<file path="config.mk">
export PLATFORM = sky130hd
export DESIGN_NAME = hpd_controller
export DESIGN_NICKNAME = d
export VERILOG_FILES = /design/src/hpd_pkg.sv /design/src/hpd_controller.sv
export SDC_FILE = /design/constraint.sdc
export NUM_CORES = 1
export LEC_CHECK = 0
export BUFFER_PORTS_ARGS = -buffer_cell sky130_fd_sc_hd__buf_2
export CAP_MARGIN = 10
export CORE_ASPECT_RATIO = 0.8
export CORE_UTILIZATION = 63
export CTS_CLUSTER_DIAMETER = 80
export DETAILED_ROUTE_END_ITERATION = 8
export HOLD_SLACK_MARGIN = 0.06
export PLACE_DENSITY = 0.93
export SLEW_MARGIN = 10
export SYNTH_ARGS = -nofsm -noshare
export SYNTH_HDL_FRONTEND = slang
export SYNTH_SLANG_ARGS = --single-unit
</file>
<file path="constraint.sdc">
create_clock -name clock -period 14.05 [get_ports clock]
set_clock_uncertainty 0.15 [all_clocks]
set_input_delay 1.405 -clock clock [delete_from_list [all_inputs] [get_ports clock]]
set_output_delay 1.405 -clock clock [all_outputs]
set_load 0.01 [all_outputs]
</file>
<file path="src/hpd_pkg.sv">
// Purpose: constants and carriers for the hyper page DRAM controller
// Assumes: 25 MHz clock, fast speed grade timings, standard power refresh
// Notes:   times are kept in their own unit, cycle counts derive from them
package hpd_pkg;
	localparam int CLK_MHZ = 25;
	localparam int CLK_NS = 1000 / CLK_MHZ;
	localparam int POWERUP_US = 200;
	localparam int POWERUP_CYC = POWERUP_US * CLK_MHZ;
	localparam int INIT_REFRESHES = 8;
	localparam int REFRESH_ROWS = 1024;
	localparam int REF_PERIOD_US = 16400;
	localparam int REF_INTERVAL_CYC = (REF_PERIOD_US * CLK_MHZ) / REFRESH_ROWS;
	localparam int RC_NS = 104;
	localparam int RAS_PRE_NS = 40;
	localparam int RCD_MIN_NS = 14;
	localparam int RAC_NS = 60;
	localparam int CAS_PULSE_NS = 10;
	localparam int CP_NS = 10;
	localparam int CPA_NS = 35;
	localparam int RSH_NS = 15;
	localparam int CHR_NS = 10;
	localparam int RASP_MAX_NS = 100000;
	localparam int RP_CYC = (RAS_PRE_NS + CLK_NS - 1) / CLK_NS;
	localparam int RCD_CYC = (RCD_MIN_NS + CLK_NS - 1) / CLK_NS;
	localparam int CAS_CYC = (CAS_PULSE_NS + CLK_NS - 1) / CLK_NS;
	localparam int CP_CYC = (CP_NS + CLK_NS - 1) / CLK_NS;
	localparam int RAC_CYC = (RAC_NS + CLK_NS - 1) / CLK_NS;
	localparam int CPA_CYC = (CPA_NS + CLK_NS - 1) / CLK_NS;
	localparam int RSH_CYC = (RSH_NS + CLK_NS - 1) / CLK_NS;
	localparam int CHR_CYC = (CHR_NS + CLK_NS - 1) / CLK_NS;
	localparam int RC_CYC = (RC_NS + CLK_NS - 1) / CLK_NS;
	localparam int RASP_MAX_CYC = RASP_MAX_NS / CLK_NS;
	localparam int ADDR_W = 10;
	localparam int DATA_W = 16;
	localparam int CNT_W = 18;

	typedef struct packed {
		logic                  write;
		logic [1:0]            laneEn;
		logic [ADDR_W-1:0]     row;
		logic [ADDR_W-1:0]     col;
		logic [DATA_W-1:0]     wdata;
	} hpd_req_t;

	typedef struct packed {
		logic                  rowStrobeN;
		logic                  lowerColStrobeN;
		logic                  upperColStrobeN;
		logic                  writeStrobeN;
		logic                  outGateN;
	} hpd_strobe_t;
endpackage : hpd_pkg
</file>
<file path="src/hpd_controller.sv">
// Purpose: host side controller driving a 1M x 16 hyper page DRAM over its pins
// Assumes: one 25 MHz clock; pin inputs synchronous; fast grade timing
// Notes:   early write only, so the device never drives data during writes
// What the document says about the device
// [RULE_01] Hold strobes high 200us, then eight row-only refreshes
// [RULE_02] Counter refresh needs eight column-before-row init cycles
// [RULE_03] Refresh every row within 16.4 ms
// [RULE_04] Early write keeps device outputs high-impedance
// [RULE_05] Late write strobe gives read-modify-write
// [RULE_06] Otherwise delayed write, outputs invalid
// [RULE_07] Write command leads row and column strobe rise
// [RULE_08] Read keeps write strobe high past strobe rise
// [RULE_09] Write data off bus until column strobe falls
// [RULE_10] Row access 60 ns within delay maximum
// [RULE_11] At least 14 ns row to column strobe
// [RULE_12] Row strobe low no longer than 100000 ns
// [RULE_13] Random cycles at least 104 ns apart
// [RULE_14] Page column cycles at least 25 ns apart
// [RULE_15] Column precharge at least 10 ns
// [RULE_16] Page access counts from column precharge
// [RULE_17] Refresh column strobe leads, holds 10 ns
// [RULE_18] Column-first refresh drives no column address
// [RULE_19] Row then column address on ten pins
// [RULE_20] Lower strobe low byte, upper strobe high byte
// [RULE_21] Write strobe low at column fall means write
// [RULE_22] Keep row open for same-row accesses
`timescale 1ns/10ps
`default_nettype none
module hpd_controller
	import hpd_pkg::*;
#(
	parameter int POWERUP_CYCLES = POWERUP_CYC,
	parameter int REF_CYCLES     = REF_INTERVAL_CYC,
	parameter int RASP_CYCLES    = RASP_MAX_CYC
)
(
	input  wire logic              clock,
	input  wire logic              rst,
	input  wire logic              useCounterRefresh,
	input  wire logic              reqValid,
	input  wire hpd_req_t          req,
	output logic                   reqReady,
	output logic                   rdValid,
	output logic [DATA_W-1:0]      rdData,
	output logic                   initDone,
	output hpd_strobe_t            strobes,
	output logic [ADDR_W-1:0]      mux_address_pins,
	output logic [DATA_W-1:0]      dataPinsOut,
	output logic                   dataPinsOeN,
	input  wire logic [DATA_W-1:0] data_pins
);
	typedef enum {
		S_POWERUP, S_IDLE, S_RAS, S_CAS, S_CPRE, S_PRE, S_REF_RAS, S_REF_CAS, S_REF_CBR
	} hpd_state_t;

	hpd_state_t          state_q, state_d;
	logic [CNT_W-1:0]    cnt_q, cnt_d;
	logic [CNT_W-1:0]    refCnt_q, refCnt_d;
	logic [CNT_W-1:0]    rasCnt_q, rasCnt_d;
	logic [3:0]          initLeft_q, initLeft_d;
	logic                refPend_q, refPend_d;
	logic [ADDR_W-1:0]   refRow_q, refRow_d;
	logic [ADDR_W-1:0]   openRow_q, openRow_d;
	logic                rowOpen_q, rowOpen_d;
	logic                pendReq_q, pendReq_d;
	hpd_req_t            cur_q, cur_d;
	hpd_strobe_t         stb_q, stb_d;
	logic [ADDR_W-1:0]   addr_q, addr_d;
	logic [DATA_W-1:0]   dout_q, dout_d;
	logic                oeN_q, oeN_d;
	logic                ready_q, ready_d;
	logic                rdValid_q, rdValid_d;
	logic [DATA_W-1:0]   rdData_q, rdData_d;
	logic                initDone_q, initDone_d;
	logic                sameRow;

	localparam hpd_strobe_t STB_IDLE = '{1'b1, 1'b1, 1'b1, 1'b1, 1'b1};

	assign sameRow = rowOpen_q && (req.row == openRow_q);

	always_comb
	begin
		state_d    = state_q;
		cnt_d      = (cnt_q != '0) ? cnt_q - 1'b1 : cnt_q;
		refCnt_d   = (refCnt_q != '0) ? refCnt_q - 1'b1 : refCnt_q;
		rasCnt_d   = rowOpen_q ? rasCnt_q + 1'b1 : '0;
		initLeft_d = initLeft_q;
		refPend_d  = refPend_q || (refCnt_q == '0 && initDone_q);
		refRow_d   = refRow_q;
		openRow_d  = openRow_q;
		rowOpen_d  = rowOpen_q;
		pendReq_d  = pendReq_q;
		cur_d      = cur_q;
		stb_d      = stb_q;
		addr_d     = addr_q;
		dout_d     = dout_q;
		oeN_d      = oeN_q;
		ready_d    = 1'b0;
		rdValid_d  = 1'b0;
		rdData_d   = rdData_q;
		initDone_d = initDone_q;
		if (refCnt_q == '0)
			refCnt_d = CNT_W'(REF_CYCLES); // RULE_03
		case (state_q)
			S_POWERUP:
			begin
				stb_d = STB_IDLE; // RULE_01
				if (cnt_q == '0)
				begin
					state_d = S_PRE;
					cnt_d   = CNT_W'(RP_CYC);
				end
			end
			S_IDLE:
			begin
				// Drop ready a cycle early when refresh is due, so a request seen as taken always is
				ready_d = initDone_q && !refPend_d && !reqValid;
				if (initLeft_q != '0 || refPend_q)
				begin
					if (rowOpen_q)
					begin
						state_d = S_PRE;
						cnt_d   = CNT_W'(RP_CYC);
					end
					else if (useCounterRefresh)
					begin
						stb_d.lowerColStrobeN = 1'b0; // RULE_17 RULE_18
						stb_d.upperColStrobeN = 1'b0;
						state_d = S_REF_CAS;
						cnt_d   = '0;
					end
					else
					begin
						addr_d  = refRow_q; // RULE_01 RULE_19
						state_d = S_REF_RAS;
						cnt_d   = CNT_W'(RC_CYC - RP_CYC);
					end
				end
				else if (reqValid && initDone_q && ready_q)
				begin
					cur_d = req;
					if (rowOpen_q && sameRow && rasCnt_q < CNT_W'(RASP_CYCLES - 16))
					begin
						addr_d  = req.col; // RULE_22
						state_d = S_CAS;
						stb_d.writeStrobeN = !req.write; // RULE_07 RULE_21 RULE_04
						stb_d.outGateN     = req.write;
						dout_d  = req.wdata;
						cnt_d   = CNT_W'(CAS_CYC);
					end
					else if (rowOpen_q)
					begin
						pendReq_d = 1'b1;
						state_d = S_PRE;
						cnt_d   = CNT_W'(RP_CYC);
					end
					else
					begin
						addr_d  = req.row; // RULE_19
						state_d = S_RAS;
						cnt_d   = CNT_W'(RCD_CYC);
					end
				end
				else if (rowOpen_q && rasCnt_q >= CNT_W'(RASP_CYCLES - 16))
				begin
					ready_d = 1'b0;
					state_d = S_PRE; // RULE_12
					cnt_d   = CNT_W'(RP_CYC);
				end
			end
			S_RAS:
			begin
				stb_d.rowStrobeN = 1'b0;
				rowOpen_d = 1'b1;
				openRow_d = cur_q.row;
				if (cnt_q == '0 && !stb_q.rowStrobeN)
				begin
					addr_d  = cur_q.col; // RULE_11 RULE_19
					stb_d.writeStrobeN = !cur_q.write; // RULE_07 RULE_04
					stb_d.outGateN     = cur_q.write;
					dout_d  = cur_q.wdata;
					state_d = S_CAS;
					cnt_d   = CNT_W'(RAC_CYC); // RULE_10
				end
			end
			S_CAS:
			begin
				// Column falls in the same cycle the write data is driven onto the bus; bus released by the device
				stb_d.lowerColStrobeN = !cur_q.laneEn[0]; // RULE_20
				stb_d.upperColStrobeN = !cur_q.laneEn[1];
				oeN_d = !cur_q.write; // RULE_09
				if (cnt_q == '0 && (!stb_q.lowerColStrobeN || !stb_q.upperColStrobeN))
				begin
					if (!cur_q.write)
					begin
						rdValid_d = 1'b1;
						rdData_d  = data_pins;
					end
					stb_d = '{1'b0, 1'b1, 1'b1, 1'b1, 1'b1}; // RULE_08 RULE_15
					oeN_d = 1'b1;
					state_d = S_CPRE;
					cnt_d   = CNT_W'(CP_CYC);
				end
			end
			S_CPRE:
			begin
				// Precharge before the next column keeps page cycle above minimum
				if (cnt_q == '0)
					state_d = S_IDLE; // RULE_14 RULE_16
			end
			S_PRE:
			begin
				stb_d = STB_IDLE; // RULE_13
				rowOpen_d = 1'b0;
				if (cnt_q == '0 && pendReq_q)
				begin
					// A taken request for another row opens it right after precharge
					addr_d    = cur_q.row; // RULE_19
					pendReq_d = 1'b0;
					state_d   = S_RAS;
					cnt_d     = CNT_W'(RCD_CYC);
				end
				else if (cnt_q == '0)
				begin
					state_d = S_IDLE;
					if (!initDone_q && initLeft_q == '0)
						initLeft_d = 4'(INIT_REFRESHES); // RULE_01 RULE_02
				end
			end
			S_REF_RAS:
			begin
				stb_d.rowStrobeN = 1'b0;
				if (cnt_q == '0)
				begin
					refRow_d = refRow_q + 1'b1;
					state_d  = S_REF_CBR;
				end
			end
			S_REF_CAS:
			begin
				stb_d.rowStrobeN = 1'b0; // RULE_17
				state_d = S_REF_RAS;
				cnt_d   = CNT_W'(CHR_CYC + RSH_CYC);
			end
			S_REF_CBR:
			begin
				stb_d = STB_IDLE;
				// An interval ending in this very cycle stays pending
				refPend_d = initDone_q && (refCnt_q == '0); // RULE_03
				if (initLeft_q != '0)
				begin
					initLeft_d = initLeft_q - 1'b1;
					if (initLeft_q == 4'h1)
						initDone_d = 1'b1;
				end
				state_d = S_PRE;
				cnt_d   = CNT_W'(RP_CYC);
			end
			default:
				state_d = S_PRE;
		endcase
	end

	always_ff @(posedge clock or posedge rst)
	begin
		if (rst)
		begin
			state_q    <= S_POWERUP;
			cnt_q      <= CNT_W'(POWERUP_CYCLES);
			refCnt_q   <= CNT_W'(REF_CYCLES);
			rasCnt_q   <= '0;
			initLeft_q <= '0;
			refPend_q  <= 1'b0;
			refRow_q   <= '0;
			openRow_q  <= '0;
			rowOpen_q  <= 1'b0;
			pendReq_q  <= 1'b0;
			cur_q      <= '0;
			stb_q      <= STB_IDLE;
			addr_q     <= '0;
			dout_q     <= '0;
			oeN_q      <= 1'b1;
			ready_q    <= 1'b0;
			rdValid_q  <= 1'b0;
			rdData_q   <= '0;
			initDone_q <= 1'b0;
		end
		else
		begin
			state_q    <= state_d;
			cnt_q      <= cnt_d;
			refCnt_q   <= refCnt_d;
			rasCnt_q   <= rasCnt_d;
			initLeft_q <= initLeft_d;
			refPend_q  <= refPend_d;
			refRow_q   <= refRow_d;
			openRow_q  <= openRow_d;
			rowOpen_q  <= rowOpen_d;
			pendReq_q  <= pendReq_d;
			cur_q      <= cur_d;
			stb_q      <= stb_d;
			addr_q     <= addr_d;
			dout_q     <= dout_d;
			oeN_q      <= oeN_d;
			ready_q    <= ready_d;
			rdValid_q  <= rdValid_d;
			rdData_q   <= rdData_d;
			initDone_q <= initDone_d;
		end
	end

	assign reqReady         = ready_q;
	assign rdValid          = rdValid_q;
	assign rdData           = rdData_q;
	assign initDone         = initDone_q;
	assign strobes          = stb_q;
	assign mux_address_pins = addr_q;
	assign dataPinsOut      = dout_q;
	assign dataPinsOeN      = oeN_q;
endmodule // hpd_controller
`default_nettype wire

</file>
==> impl_metrics.json <==
{
  "cts_hold_buf": 0,
  "num_vias": 7402,
  "start_util_pct": 65.89,
  "cts_buffers": 20,
  "post_cts_resized": 0,
  "drc": 0,
  "ys_seq_area_share_pct": 53.02,
  "coreArea_um2": 14590,
  "arrival_ns": 4.21,
  "gp_congestion": 0.9378,
  "grtUsageTotal_pct": 30.26,
  "dr.pass1.iters": 5,
  "die_y_um": 112.5,
  "die_w_um": 140.1,
  "synth_flop_cell": "dfrtp_1",
  "tightest_slew_ns": 1.222,
  "post-route-period-util_pct": 28.31,
  "wl_per_cell_um": 18.71,
  "clock_path_buffers": 3,
  "clock-sinks": 203,
  "drv_cap": 0,
  "status": "finished, final reports clean",
  "grt_max_degree": 120,
  "area_growth_pct": 14.32,
  "critPathRequiredTime_ns": 14.28,
  "placedCellCount": 1179,
  "io_pins": 110,
  "htreeDepth": 1,
  "finalHoldViolations": 0,
  "maxSlewHeadroom_pct": 18.07,
  "yosysUniqueCellTypes": 71,
  "nets": 1085,
  "dieArea_um2": 15760,
  "crit_path_end_kind": "register",
  "ys_async_sr_fraction_pct": 100.0,
  "antenna_left": 0,
  "fmax_ghz": 0.2514,
  "slew_viol_final": 0,
  "dp_hpwl_um": 14710,
  "synth_edf_count": 0,
  "setup-violations-final": 0,
  "synth-seq-cells": 203,
  "ys_warn_count": 0,
  "min_period_ns": 3.978,
  "avgSynthCellArea_um2": 10.83,
  "drive_above_1_share_pct": 25.83,
  "portBuffers": 109,
  "root_buffer": "clkbuf_16",
  "clock_latency_ns": 0.49,
  "grt_first_pass_wirelength_um": 38040,
  "antenna_cells": 0,
  "syn-cell-area_um2": 9614,
  "drt-initial-drc-count": 678,
  "p_per_area_nw_per_um2": 103.5,
  "peakVddDrop_v": 0.00008981,
  "cts_tree": "done",
  "critical_path.max_fanout": 18,
  "clk_pin_slew_ns": 0.06,
  "dpl_cell_area_um2": 10360,
  "cts_setup_buffers": 0,
  "row_count": 39,
  "gr-total-overflow": 0,
  "antenna_found_initial": 0,
  "critPathKind": "reg2reg",
  "fin_area_um2": 10990,
  "grt_pass1_vias": 7609,
  "min_path_type": "reg2reg",
  "final_cells": 1214,
  "critPathLaunchType": "register",
  "setup_tns_ns": 0,
  "drt-total-wl_um": 22720,
  "post_drt_via_cell_ratio": 6.097,
  "rsz0062_at_grt": "false",
  "netlist_instances": 888,
  "power.leakage_uw": 0.005326
}
==> cell usage in the layout, fill, tap and decap left out, types with 11 or more instances in the layout <==
master / instances
o21ai_0: 17
a21oi_1: 18
dfrtp_1: 189
nor2_1: 68
buf_2: 109
inv_1: 16
nand4_1: 14
nor4_1: 20
xnor2_1: 39
nand3_1: 24
a22oi_1: 11
or4_1: 11
nand2_1: 133
mux2i_1: 14
and2_1: 14
conb_1: 28
clkbuf_16: 21
dfstp_2: 14
xor2_1: 16
nor3_1: 21
mux2_2: 84
o211ai_1: 11
==> through the flow <==
stage / power, uW / setup WS, ns / utilization [%] / hold slack, ns
finish: 1137 / 10.07 / 75.33 / 0.3331
detailed placement: 631.2 / 9.979 / 71.04 / 0.3168
global placement: 629.9 / 10.04 / 71.04 / 0.3087
global route: 1171 / 9.832 / 75.33 / 0.3526
CTS: 1143 / 10.16 / 75.33 / 0.3225
floorplan: 615.9 / 6.979 / - / 0.2915
==> path summary, 6_finish.rpt <==
path / start / end / slack [ns] / cells past startpoint
hold / removal: refRow_q[9] / refRow_q[9] / 0.33 / 1
setup reg to reg: cnt_q[1] / mux_address_pins[4] / 10.07 / 9
setup / recovery: cnt_q[1] / mux_address_pins[4] / 10.07 / 9
max in group asynchronous: rst / rdData[4] / 11.27 / 3
min in group asynchronous: rst / cur_q[22] / 0.89 / 2
hold reg to reg: refRow_q[9] / refRow_q[9] / 0.33 / 1
==> per-layer routing <==
layer	part of all wire [%]	vias to the layer above	GRT usage [%]
met1	40	3653	39.86
met4	3.3	0	11.14
met2	50	317	50.50
met5	0	-	0
li1	-	3357	-
met3	7.0	75	5.631
==> state kept, by name, summed over array words and instances, names as in the netlist, 4 cells and up <==
| register | flops |
|---|---|
| cnt_q | 18 |
| cur_q | 39 |
| dataPinsOut | 16 |
| initLeft_q | 4 |
| mux_address_pins | 10 |
| openRow_q | 10 |
| rasCnt_q | 18 |
| rdData | 16 |
| refCnt_q | 18 |
| refRow_q | 10 |
| state_q | 32 |
| strobes | 5 |
==> where the power goes <==
part / internal, uW / switching [uW] / leakage (uW) / total, uW
Clock: 295 / 221 / 0.000307 / 517
Combinational: 9.73 / 20.9 / 0.00237 / 30.6
Sequential: 589 / 1.54 / 0.00265 / 590
==> kinds of logic (layout without fill, tap and decap cells) <==
family	after synthesis	in the layout	synth area share, %
AND/OR/NAND/NOR	360	360	18.65
flip-flops	203	203	53.02
AO/OA/AOI/OAI	106	106	7.861
multiplexers	100	100	11.53
XOR/XNOR	55	55	5.010
buffers and inverters	54	169	2.720
adder cells (fa/ha/maj)	9	9	1.171
other	1	28	0.03900
==> area by class of cell <==
class,instances,area (um^2)
Sequential cell,203,5097
Multi-Input combinational cell,658,4364
Fill cell,901,3600
Clock buffer,31,603.1
Timing Repair Buffer,116,598.1
Tap cell,184,230.2
Inverter,18,75.07
Clock inverter,4,22.52
==> synth_stat cells, types with 5 or more instances <==
cell	number	share of area, %
and3_1	5	0.33
nand3_1	24	1.2
mux2_2	84	9.8
nand4_1	14	0.91
a21o_1	5	0.39
dfstp_2	14	3.8
nand2_1	133	5.2
nor2_1	69	2.7
buf_6	6	0.70
dfrtp_1	189	49
nor4_1	20	1.3
a21oi_1	18	0.94
inv_1	17	0.66
a31oi_1	5	0.33
o31ai_1	5	0.39
xnor2_1	39	3.6
xor2_1	16	1.5
nor2b_1	8	0.52
o21ai_0	17	0.88
ha_1	9	1.2
or3_1	9	0.59
or4_1	11	0.86
a22oi_1	11	0.86
nand2b_1	9	0.59
nor3_1	21	1.1
and2_1	14	0.91
clkbuf_1	24	0.94
o211ai_1	11	0.86
mux2i_1	14	1.5
==> critical path, cell delays in order (launching register included) <==
cell	delay [ns]
dfrtp_1	0.43
inv_1	0.08
ha_1	0.19
nor3b_1	0.63
nand2b_1	0.25
nor3_4	0.32
clkinv_1	0.53
o21ai_0	0.42
nand4_2	0.43
mux2_2	0.43
No activity file was read; power rests on OpenSTA's default activity.
